--- src/mbag_pkg.sv ---
// Shared constants, register map and carrier types for the modulo and
// bit-reversed address generator. Assumes one core clock and an APB master.
//
// What this block does
// [RL1] One circular buffer in X space, one independent in Y; any pointer register.
// [RL2] Software avoids frame pointer and stack pointer as circular pointers.
// [RL3] Power-of-two buffers work both ways; boundary check by modifier sign.
// [RL4] Each buffer has 16-bit start and end boundary registers, X pair and Y pair.
// [RL5] Y circular addresses always have their least significant bit cleared.
// [RL6] Length comes from end minus start plus one; up to 64 Kbytes handled.
// [RL7] Pointer-select 1111 disables circular correction for that space.
// [RL8] X correction needs X select not 1111 and X enable bit 15.
// [RL9] Y correction needs Y select not 1111 and Y enable bit 14.
// [RL10] Past-the-limit addresses are detected and wrapped, not only exact hits.
// [RL11] Pointer written back only for pre- or post-modify; indexed leaves it.
// [RL12] Bit reversal lives only in the X write generator, writes only.
// [RL13] Only the modifier is bit-reversed; pointer stays in normal order.
// [RL14] Bit reversal needs select not 1111, enable bit 15, pre/post increment.
// [RL15] Software aligns a 2^N byte reversed buffer to N zero low bits.
// [RL16] The 15-bit pivot is scaled by two to byte addressing.
// [RL17] Byte writes or other modes give normal addresses despite reversal enabled.
// [RL18] Reversed result is pointer plus reversed-carry pivot; offset ignored; LSb clear.
// [RL19] Bit reversal beats circular correction on the same pointer for writes.
// [RL20] Software waits one instruction after modifier write before reversed reads.
// [RL21] Reversed-carry addition carries from the top bit toward the bottom.

`default_nettype none

package mbag_pkg;

  // ------------------------------------------------------------------
  // Register map
  // ------------------------------------------------------------------
  localparam logic [7:0] MBAG_OFF_X_START   = 8'h00;
  localparam logic [7:0] MBAG_OFF_X_END     = 8'h04;
  localparam logic [7:0] MBAG_OFF_Y_START   = 8'h08;
  localparam logic [7:0] MBAG_OFF_Y_END     = 8'h0c;
  localparam logic [7:0] MBAG_OFF_MODE_CTL  = 8'h10;
  localparam logic [7:0] MBAG_OFF_BREV_MOD  = 8'h14;
  localparam logic [7:0] MBAG_OFF_BREV_LAST = 8'h18;

  localparam logic [15:0] MBAG_RST_BOUND    = 16'h0000;
  localparam logic [15:0] MBAG_RST_MODE_CTL = 16'h0fff;
  localparam logic [15:0] MBAG_RST_BREV_MOD = 16'h0000;

  // ------------------------------------------------------------------
  // Field layout
  // ------------------------------------------------------------------
  localparam int          MBAG_X_SEL_LSB  = 0;
  localparam int          MBAG_Y_SEL_LSB  = 4;
  localparam int          MBAG_B_SEL_LSB  = 8;
  localparam int          MBAG_X_EN_BIT   = 15;
  localparam int          MBAG_Y_EN_BIT   = 14;
  localparam int          MBAG_BITREV_ENABLE_BIT   = 15;
  localparam logic [3:0]  MBAG_SEL_OFF    = 4'hf;

  // Generator indices.
  localparam int MBAG_NGEN  = 3;
  localparam int MBAG_GEN_XR = 0;
  localparam int MBAG_GEN_XW = 1;
  localparam int MBAG_GEN_Y  = 2;

  // ------------------------------------------------------------------
  // Carrier types
  // ------------------------------------------------------------------
  typedef enum logic [1:0] {
    MBAG_AM_INDIRECT = 2'b00,
    MBAG_AM_POST_MOD = 2'b01,
    MBAG_AM_PRE_MOD  = 2'b11,
    MBAG_AM_OFFSET   = 2'b10
  } mbag_mode_t;

  typedef struct packed {
    logic        valid;
    logic [3:0]  wreg;
    mbag_mode_t  mode;
    logic [15:0] ptr;
    logic [15:0] modifier;
    logic        byte_size;
    logic        is_write;
  } mbag_req_t;

  typedef struct packed {
    logic        valid;
    logic [15:0] ea;
    logic        wb_en;
    logic [15:0] wb_value;
  } mbag_rsp_t;

endpackage

`default_nettype wire

--- src/mbag_top.sv ---
// Modulo (circular) and bit-reversed effective-address correction for the
// X read, X write and Y address generators, with its APB register file.
// Assumes requests come from core logic on pclk and need no synchroniser.

`default_nettype none

module mbag_top
  import mbag_pkg::*;
(
  // Clock and reset
  input  wire logic        pclk,
  input  wire logic        presetn,
  // APB slave
  input  wire logic [7:0]  paddr,
  input  wire logic        psel,
  input  wire logic        penable,
  input  wire logic        pwrite,
  input  wire logic [31:0] pwdata,
  input  wire logic [3:0]  pstrb,
  output var  logic [31:0] prdata,
  output var  logic        pready,
  output var  logic        pslverr,
  // Address generator requests and answers
  input  wire mbag_req_t   agu_req [MBAG_NGEN],
  output var  mbag_rsp_t   agu_rsp [MBAG_NGEN]
);

  // ------------------------------------------------------------------
  // Helper functions
  // ------------------------------------------------------------------

  // Mirror a 16-bit word end for end.
  function automatic logic [15:0] mirror16(input logic [15:0] v);
    logic [15:0] r;
    r = '0;
    for (int i = 0; i < 16; i++)
    begin
      r[i] = v[15 - i];
    end
    return r;
  endfunction

  // Reversed-carry sum: mirror, add, mirror back, so carries run from
  // the top bit toward the bottom.
  function automatic logic [15:0] rc_add(input logic [15:0] a, input logic [15:0] b);
    logic [15:0] s;
    s = mirror16(a) + mirror16(b);
    return mirror16(s); // [RL21]
  endfunction

  // ------------------------------------------------------------------
  // Register file
  // ------------------------------------------------------------------
  logic [15:0] x_circ_start;
  logic [15:0] x_circ_end;
  logic [15:0] y_circ_start;
  logic [15:0] y_circ_end;
  logic [15:0] addr_mode_control;
  logic [15:0] bitrev_modifier;
  logic [15:0] brev_last;

  // Decode of the APB request.
  wire         apb_setup  = psel & ~penable;
  wire         apb_wr_go  = psel & penable & pready & pwrite;
  wire         hit_xs     = (paddr == MBAG_OFF_X_START);
  wire         hit_xe     = (paddr == MBAG_OFF_X_END);
  wire         hit_ys     = (paddr == MBAG_OFF_Y_START);
  wire         hit_ye     = (paddr == MBAG_OFF_Y_END);
  wire         hit_mc     = (paddr == MBAG_OFF_MODE_CTL);
  wire         hit_bm     = (paddr == MBAG_OFF_BREV_MOD);
  wire         hit_bl     = (paddr == MBAG_OFF_BREV_LAST);
  wire         hit_rw     = hit_xs | hit_xe | hit_ys | hit_ye | hit_mc | hit_bm;
  wire         hit_any    = hit_rw | hit_bl;
  // Writes to the read-only status word are answered with an error.
  wire         bad_access = ~hit_any | (pwrite & hit_bl);

  // Byte-lane merge of write data into a 16-bit register.
  function automatic logic [15:0] lane_merge(input logic [15:0] old_v,
                                             input logic [31:0] wd,
                                             input logic [3:0]  st);
    logic [15:0] r;
    r = old_v;
    if (st[0])
    begin
      r[7:0] = wd[7:0];
    end
    if (st[1])
    begin
      r[15:8] = wd[15:8];
    end
    return r;
  endfunction

  // Read mux; upper half of the word always reads zero.
  logic [15:0] rd_mux;
  assign rd_mux = hit_xs ? x_circ_start      :
                  hit_xe ? x_circ_end        :
                  hit_ys ? y_circ_start      :
                  hit_ye ? y_circ_end        :
                  hit_mc ? addr_mode_control :
                  hit_bm ? bitrev_modifier   :
                  hit_bl ? brev_last         : 16'h0000;

  // The answer is prepared in the setup cycle so that pready, prdata and
  // pslverr all leave flip-flops; every transfer takes exactly one wait-free
  // access cycle.
  always_ff @(posedge pclk or negedge presetn)
  begin
    if (!presetn)
    begin
      pready  <= 1'b0;
      pslverr <= 1'b0;
      prdata  <= 32'h0000_0000;
    end
    else
    begin
      pready  <= apb_setup;
      pslverr <= apb_setup & bad_access;
      prdata  <= (apb_setup & ~pwrite) ? {16'h0000, rd_mux} : 32'h0000_0000;
    end
  end

  // Boundary and control registers; a refused write stores nothing.
  wire wr_ok = apb_wr_go & ~pslverr;

  always_ff @(posedge pclk or negedge presetn)
  begin
    if (!presetn)
    begin
      x_circ_start      <= MBAG_RST_BOUND;    // [RL4]
      x_circ_end        <= MBAG_RST_BOUND;
      y_circ_start      <= MBAG_RST_BOUND;
      y_circ_end        <= MBAG_RST_BOUND;
      addr_mode_control <= MBAG_RST_MODE_CTL;
      bitrev_modifier   <= MBAG_RST_BREV_MOD;
    end
    else if (wr_ok)
    begin
      if (hit_xs)
      begin
        x_circ_start <= lane_merge(x_circ_start, pwdata, pstrb);
      end
      if (hit_xe)
      begin
        x_circ_end <= lane_merge(x_circ_end, pwdata, pstrb);
      end
      if (hit_ys)
      begin
        y_circ_start <= lane_merge(y_circ_start, pwdata, pstrb);
      end
      if (hit_ye)
      begin
        y_circ_end <= lane_merge(y_circ_end, pwdata, pstrb);
      end
      if (hit_mc)
      begin
        addr_mode_control <= lane_merge(addr_mode_control, pwdata, pstrb);
      end
      if (hit_bm)
      begin
        bitrev_modifier <= lane_merge(bitrev_modifier, pwdata, pstrb);
      end
    end
  end

  // ------------------------------------------------------------------
  // Control fields
  // ------------------------------------------------------------------
  wire [3:0]  x_circ_pointer_sel = addr_mode_control[MBAG_X_SEL_LSB +: 4];
  wire [3:0]  y_circ_pointer_sel = addr_mode_control[MBAG_Y_SEL_LSB +: 4];
  wire [3:0]  bitrev_pointer_sel = addr_mode_control[MBAG_B_SEL_LSB +: 4];
  wire        x_circ_enable      = addr_mode_control[MBAG_X_EN_BIT];
  wire        y_circ_enable      = addr_mode_control[MBAG_Y_EN_BIT];
  wire        bitrev_enable      = bitrev_modifier[MBAG_BITREV_ENABLE_BIT];
  wire [14:0] bitrev_pivot       = bitrev_modifier[14:0];

  // One select of 1111 turns a space off entirely.
  wire x_circ_on = (x_circ_pointer_sel != MBAG_SEL_OFF) & x_circ_enable; // [RL7] [RL8]
  wire y_circ_on = (y_circ_pointer_sel != MBAG_SEL_OFF) & y_circ_enable; // [RL7] [RL9]
  wire brev_on   = (bitrev_pointer_sel != MBAG_SEL_OFF) & bitrev_enable; // [RL14]

  // Pivot is a word count; shift it to a byte step.
  wire [15:0] brev_step = {bitrev_pivot, 1'b0}; // [RL16]

  // Buffer lengths follow from the boundaries; a full 64 Kbyte buffer gives
  // zero here, and adding or removing zero is exactly the right wrap.
  wire [15:0] x_len = x_circ_end - x_circ_start + 16'h0001; // [RL6]
  wire [15:0] y_len = y_circ_end - y_circ_start + 16'h0001; // [RL6]

  // ------------------------------------------------------------------
  // Per-generator datapath
  // ------------------------------------------------------------------
  logic [MBAG_NGEN-1:0] brev_used;
  logic [15:0]          brev_addr [MBAG_NGEN];

  for (genvar g = 0; g < MBAG_NGEN; g++)
  begin : gen_agu
    localparam bit IS_Y    = (g == MBAG_GEN_Y);
    localparam bit CAN_REV = (g == MBAG_GEN_XW);

    mbag_req_t   rq;
    logic [15:0] lo_b;
    logic [15:0] hi_b;
    logic [15:0] len;
    logic        circ_sel;
    logic [16:0] sum_ext;
    logic [15:0] sum;
    logic        going_down;
    logic        past_hi;
    logic        past_lo;
    logic [15:0] wrapped;
    logic [15:0] moved;
    logic        modify;
    logic        is_incr;
    logic        rev_hit;
    logic [15:0] rev_next;
    logic [15:0] fwd_ea;
    logic [15:0] fwd_ptr;
    logic [15:0] ea_raw;
    mbag_rsp_t   next_rsp;

    assign rq   = agu_req[g];
    assign lo_b = IS_Y ? y_circ_start : x_circ_start;
    assign hi_b = IS_Y ? y_circ_end   : x_circ_end;
    assign len  = IS_Y ? y_len        : x_len;

    // X read and X write share the X buffer; Y has its own. [RL1]
    assign circ_sel = IS_Y ? (y_circ_on & (rq.wreg == y_circ_pointer_sel))
                           : (x_circ_on & (rq.wreg == x_circ_pointer_sel));

    // Direction comes from the modifier sign, so a power-of-two buffer can
    // be walked either way; other buffers are simply used one way. [RL3]
    assign sum_ext    = {1'b0, rq.ptr} + {rq.modifier[15], rq.modifier};
    assign sum        = sum_ext[15:0];
    assign going_down = rq.modifier[15];

    // Checks are strict greater-than and less-than comparisons, so a step that jumps past the
    // limit still folds back into the buffer. A carry or borrow out of
    // 16 bits also counts as past the limit, otherwise a buffer that
    // starts at zero or ends at the top of memory would never wrap. [RL10]
    assign past_hi = ~going_down & (sum_ext[16] | (sum > hi_b));
    assign past_lo = going_down & (sum_ext[16] | (sum < lo_b));
    assign wrapped = past_hi ? (sum - len) :
                     past_lo ? (sum + len) : sum;
    assign moved   = circ_sel ? wrapped : sum;

    assign modify  = (rq.mode == MBAG_AM_POST_MOD) | (rq.mode == MBAG_AM_PRE_MOD);
    assign is_incr = modify & ~rq.modifier[15] & (rq.modifier != 16'h0000);

    // Reversal only on the X write generator, word writes, pre or post
    // increment; anything else falls back to normal addresses.
    assign rev_hit = CAN_REV & brev_on & rq.is_write & ~rq.byte_size & is_incr
                     & (rq.wreg == bitrev_pointer_sel); // [RL12] [RL17]

    // Pointer stays in normal order, only the step is reversed, the
    // instruction's own offset is dropped and the LSb is cleared.
    assign rev_next = {rc_add(rq.ptr, brev_step)} & 16'hfffe; // [RL13] [RL18]

    // Ordinary path: post-modify uses the old pointer, pre-modify and the
    // indexed form use the corrected sum, plain indirect uses the pointer.
    assign fwd_ea  = (rq.mode == MBAG_AM_POST_MOD) ? rq.ptr :
                     (rq.mode == MBAG_AM_INDIRECT) ? rq.ptr : moved;
    assign fwd_ptr = moved;

    // Reversal wins over circular correction on a shared pointer. [RL19]
    assign ea_raw = rev_hit ? ((rq.mode == MBAG_AM_PRE_MOD) ? rev_next : rq.ptr)
                            : fwd_ea;

    always_comb
    begin
      next_rsp.valid    = rq.valid;
      // Y circular work is word-only, hence the cleared LSb. [RL5]
      next_rsp.ea       = (IS_Y && circ_sel) ? (ea_raw & 16'hfffe) : ea_raw;
      // Only pre- and post-modify write the pointer back. [RL11]
      next_rsp.wb_en    = rq.valid & modify;
      next_rsp.wb_value = rev_hit ? rev_next :
                          ((IS_Y && circ_sel) ? (fwd_ptr & 16'hfffe) : fwd_ptr);
    end

    assign brev_used[g] = rq.valid & rev_hit;
    assign brev_addr[g] = rev_next;

    // Answers leave flip-flops one cycle after the request.
    always_ff @(posedge pclk or negedge presetn)
    begin
      if (!presetn)
      begin
        agu_rsp[g] <= '0;
      end
      else
      begin
        agu_rsp[g] <= next_rsp;
      end
    end
  end

  // ------------------------------------------------------------------
  // Status: last bit-reversed pointer produced
  // ------------------------------------------------------------------

  // Lets software follow an FFT reorder pass without reading the pointer.
  always_ff @(posedge pclk or negedge presetn)
  begin
    if (!presetn)
    begin
      brev_last <= MBAG_RST_BOUND;
    end
    else if (brev_used[MBAG_GEN_XW])
    begin
      brev_last <= brev_addr[MBAG_GEN_XW];
    end
  end

endmodule

`default_nettype wire

--- config.mk ---
export PLATFORM = sky130hd
export DESIGN_NAME = mbag_top
export DESIGN_NICKNAME = d
export VERILOG_FILES = /design/src/mbag_pkg.sv /design/src/mbag_top.sv
export SDC_FILE = /design/constraint.sdc
export NUM_CORES = 1
export LEC_CHECK = 0
export ABC_AREA = 1
export BUFFER_PORTS_ARGS = -buffer_cell sky130_fd_sc_hd__buf_2
export CORE_ASPECT_RATIO = 2
export CORE_MARGIN = 2
export CORE_UTILIZATION = 60
export CTS_CLUSTER_DIAMETER = 40
export DETAILED_ROUTE_END_ITERATION = 6
export PLACE_DENSITY = 0.83
export SLEW_MARGIN = 30
export SYNTH_ARGS = -nofsm -noshare
export SYNTH_HDL_FRONTEND = slang
export SYNTH_SLANG_ARGS = --single-unit
--- constraint.sdc ---
create_clock -name pclk -period 4.65 [get_ports pclk]
set_input_delay 0.2325 -clock pclk [delete_from_list [all_inputs] [get_ports pclk]]
set_output_delay 0.2325 -clock pclk [all_outputs]
set_load 0.01 [all_outputs]
==> results.txt <==
The flow ran to the end, but the final reports show violations. The max-slew violation count is 0. The warning count from the yosys run is 0. The register-to-register setup slack is 0.17 ns.

The mean area per synthesized cell came out at 7.06 um2. For hold timing, the worst endpoint is agu_rsp[51]. The routability congestion estimate is 1.12. The number of cells traversed by the worst hold path is 3. Setup violations remaining at the end of the flow were counted as 0. The launching element type of the critical path is a flop. In this run the critical register-to-register path is launched from gen_agu[2].hi_b[1]. The initial standard-cell utilization of the core came out at 61.0%.

The count of nets left with antenna violations once routing finished came out at 0. In the final routed layout, each cell accounts on average for 22.7 um. Measured in cells, the most critical reg-to-reg path has a length of 21.

The number of distinct standard cells referenced by the synthesized netlist is 66. The half-perimeter wire length after placement came out at 72700 um. The remaining global-route overflow came out at 0. The number of violations of the max-capacitance limit came out at 0.

The clock transition at the registers of the reported paths is 0.07 ns. The cell sitting at the root of the clock tree is a clkbuf_16. Power comes to 8.11 mW. The maximum clock skew at final layout came out at 0.0301 ns. The count of unresolved DRC violations after routing came out at 12.

The area of the die came out at 0.0396 mm2. The global-route wire length before repair came out at 138000 um. The startpoint identified for the worst hold timing path is agu_req[59].

The largest fanout on the critical path came out at 4. The fraction of registers with async set or reset after synthesis is 100%. The number of detailed-route iterations in the first pass came out at 7.

The share of cells above drive strength 1 came out at 14.8%. For this design the top-level I/O count stands at 308. The signal on the critical path passes through inv_1 -> ha_1 -> inv_1 -> ha_1 -> fa_1 -> nand2_1 -> nand3_1 -> nand3b_1 -> nand2_4 -> xor2_1 -> ha_1 -> nand2_1 -> nor2_1 -> o21ai_0 -> nand3b_1 -> a21oi_1 -> xor2_1 -> o22ai_1 -> nand2_1 -> nand2_2 -> inv_1. The detailed router placed 24814 vias in this run. The total wire length after detailed routing came out at 91700 um. The number of placed cells counting well taps is 3947. On the critical path the largest part of the delay comes from simple AND/OR/NAND/NOR gates. The ratio of routed vias to standard cells came out at 6.14. TritonCTS built the clock tree.

The static power due to leakage is 13.9 nW. In this run the worst hold path is classified as in -> reg. The first-iteration detailed-routing DRC count came out at 2244. The die outline width came out at 142 um. The type of the worst setup path is reg -> reg. The clock latency at the later pin of the worst-skew pair is 0.59 ns. The pin count of the biggest net entering global routing is 127. The post-route minimum period came out at 4.48 ns. The remaining max-slew budget at the tightest pin is 35.2%. The filler cell count in the final layout came out at 3061. At the pin with the least slew margin, the transition time is 0.972 ns.

The number of antenna violations at the first check in global routing came out at 5. The number of standard cells in the final layout excluding fillers is 4044. The net count reported at finish is 4047. The most instantiated flip-flop cell in the synthesis netlist is dfrtp_1. The number of CTS-inserted buffers came out at 27. The reg-to-reg endpoint is agu_rsp[11]. For the worst setup path, the data required time is 5.13 ns.

The period utilization came out at 96.4%. Counting both buffers and inverters, the worst setup path holds a total of 3. The post-placement cell area came out at 0.0248 mm2.

The hold violation total from the final report is 0. The worst hold margin came out at 0.00903 ns. Sequential cells were found to cover 25.5% of the synthesized design area. The worst endpoint data arrival time came out at 4.96 ns. The setup TNS after final layout came out at 0 ns. In this design, the stage delay of the slowest critical-path cell is 0.45 ns. The maximum vdd ir drop came out at 0.352 mV.

The slowest stage of the critical path belongs to the cell fa_1. The total of flip-flops plus latches after synthesis came out at 231. The number of standard cells after synthesis came out at 3221. Summing all non-filler instances in the final layout gives an area of 0.0264 mm2. The total core area came out at 0.0373 mm2. The checks that failed: design-rule violations. The area growth from synthesis to final layout is 15.9%. The number of buffers added on ports came out at 269. The power density relative to cell area is 308 mW/mm2. The die span in y came out at 279 um. The maximum clock frequency came out at 0.223 GHz.

The mapped cell area came out at 0.0227 mm2. The largest buffer count on any clock path came out at 3. The number of global-route vias before repair is 25360. The overall routing resource usage is 46.1%. The H-tree depth is 1.

The worst setup path is captured at a flop. The number of enable-type register cells in the synthesized netlist came out at 0. The number of core rows is 100. The clock net in this run drives a total of 231 sinks.
==> final cells by class <==
cell class / count / area, um2 / area share [%]
clock inverters: 20 / 289 / 1.10
well taps: 459 / 574 / 2.18
flip-flops and latches: 231 / 5800 / 22.0
multi-input cells: 2480 / 15000 / 56.9
repair buffers: 386 / 2370 / 8.99
diodes: 4 / 10.0 / 0.0380
inverters: 434 / 1630 / 6.18
clock buffers: 30 / 697 / 2.64
==> kinds of logic (layout without fill, tap and decap cells) <==
logic type               after synthesis  in the layout  synth area share [%]
AND/OR/NAND/NOR                     1336           1336                  24.9
adder cells (fa/ha/maj)              315            315                  17.7
buffers and inverters                525            870                  9.40
AO/OA/AOI/OAI                        675            675                  17.2
XOR/XNOR                             138            138                  5.32
flip-flops                           231            231                  25.5
other                                  1             20                0.0165
==> power breakdown <==
part           internal, mW  switching, mW
Clock                  1.31           1.05
Sequential             2.15         0.0477
Combinational          1.22           2.34
Total                  4.68           3.43
==> worst register-to-register path: stages (launching register included) <==
cell and delay (ns):
dfrtp_1 0.35, inv_1 0.08, ha_1 0.28, inv_1 0.04, ha_1 0.20, fa_1 0.45
nand2_1 0.09, nand3_1 0.10, nand3b_1 0.16, nand2_4 0.13, xor2_1 0.20, ha_1 0.34
nand2_1 0.32, nor2_1 0.35, o21ai_0 0.14, nand3b_1 0.27, a21oi_1 0.14, xor2_1 0.17
o22ai_1 0.15, nand2_1 0.11, nand2_2 0.22, inv_1 0.08
==> layer usage <==
layer | wire length [um] | global-route usage (%)
met4 | 13900 | 54.5
met5 | 0 | 0
met2 | 45100 | 80.2
met1 | 26300 | 38.9
met3 | 6490 | 10.6
==> registers in the layout (all words and copies together) (netlist names) <==
name	cells
agu_rsp	102
brev_last	15
addr_mode_control	16
pready	1
gen_agu.hi_b	32
prdata	16
gen_agu.lo_b	32
pslverr	1
bitrev_modifier	16
==> through the flow <==
stage / setup WS [ns] / util [%]
floorplan: 0.726 / -
global route: -0.0305 / 70.7
CTS: 0.0134 / 70.2
global placement: 0.108 / 66.5
detailed placement: 0.0275 / 66.5
finish: 0.167 / 70.7
==> repair_timing <==
action | CTS | global route
buffers inserted | 0 | 1
hold buffers | 41 | 0
endpoints found under the hold margin | 144 | 0
gates resized for setup | 0 | 34
setup endpoints to repair | 0 | 45
==> cells in the final DEF (no fill, tap or decap), drive strengths merged, types with 29 or more instances in the layout <==
cell	count
o21ai	276
nand3	171
dfrtp	219
inv	444
nor3	30
dlygate4sd3	41
xor2	112
clkbuf	30
nand2	872
buf	345
nor2	182
a21oi	252
ha	303
nand4	29
==> cells in the mapped netlist, drive strengths merged (8+ instances only) <==
cell / instances / area share [%]
o22ai: 12 / 0.33
a21o: 19 / 0.63
nand4: 29 / 0.80
nor3: 30 / 0.73
ha: 303 / 17
dfstp: 12 / 1.4
xor2: 112 / 4.3
dfrtp: 219 / 24
nand3: 171 / 3.8
o211ai: 20 / 0.75
or2: 24 / 0.66
o21ai: 276 / 6.3
xnor2: 26 / 1.0
o21a: 8 / 0.26
nor2: 182 / 3.1
buf: 59 / 1.7
inv: 433 / 7.1
o21bai: 26 / 0.88
nand3b: 10 / 0.33
a21oi: 252 / 5.9
nand2: 872 / 15
a21boi: 10 / 0.33
clkbuf: 32 / 0.53
a221oi: 16 / 0.62
a31oi: 13 / 0.36
fa: 12 / 1.1
==> worst max-delay path by stage <==
stage	from	endpoint	slack (ns)	cells past startpoint
after floorplan	gen_agu[0].hi_b[1]	agu_rsp[66]	0.73	30
after global placement	gen_agu[2].hi_b[1]	agu_rsp[29]	0.11	24
after global routing	gen_agu[2].lo_b[3]	agu_rsp[30]	-0.03	23
after detailed placement	gen_agu[2].hi_b[1]	agu_rsp[29]	0.03	24
after CTS	gen_agu[2].hi_b[1]	agu_rsp[29]	0.01	24
final	gen_agu[2].hi_b[1]	agu_rsp[11]	0.17	21
No activity file was read; power rests on OpenSTA's default activity.
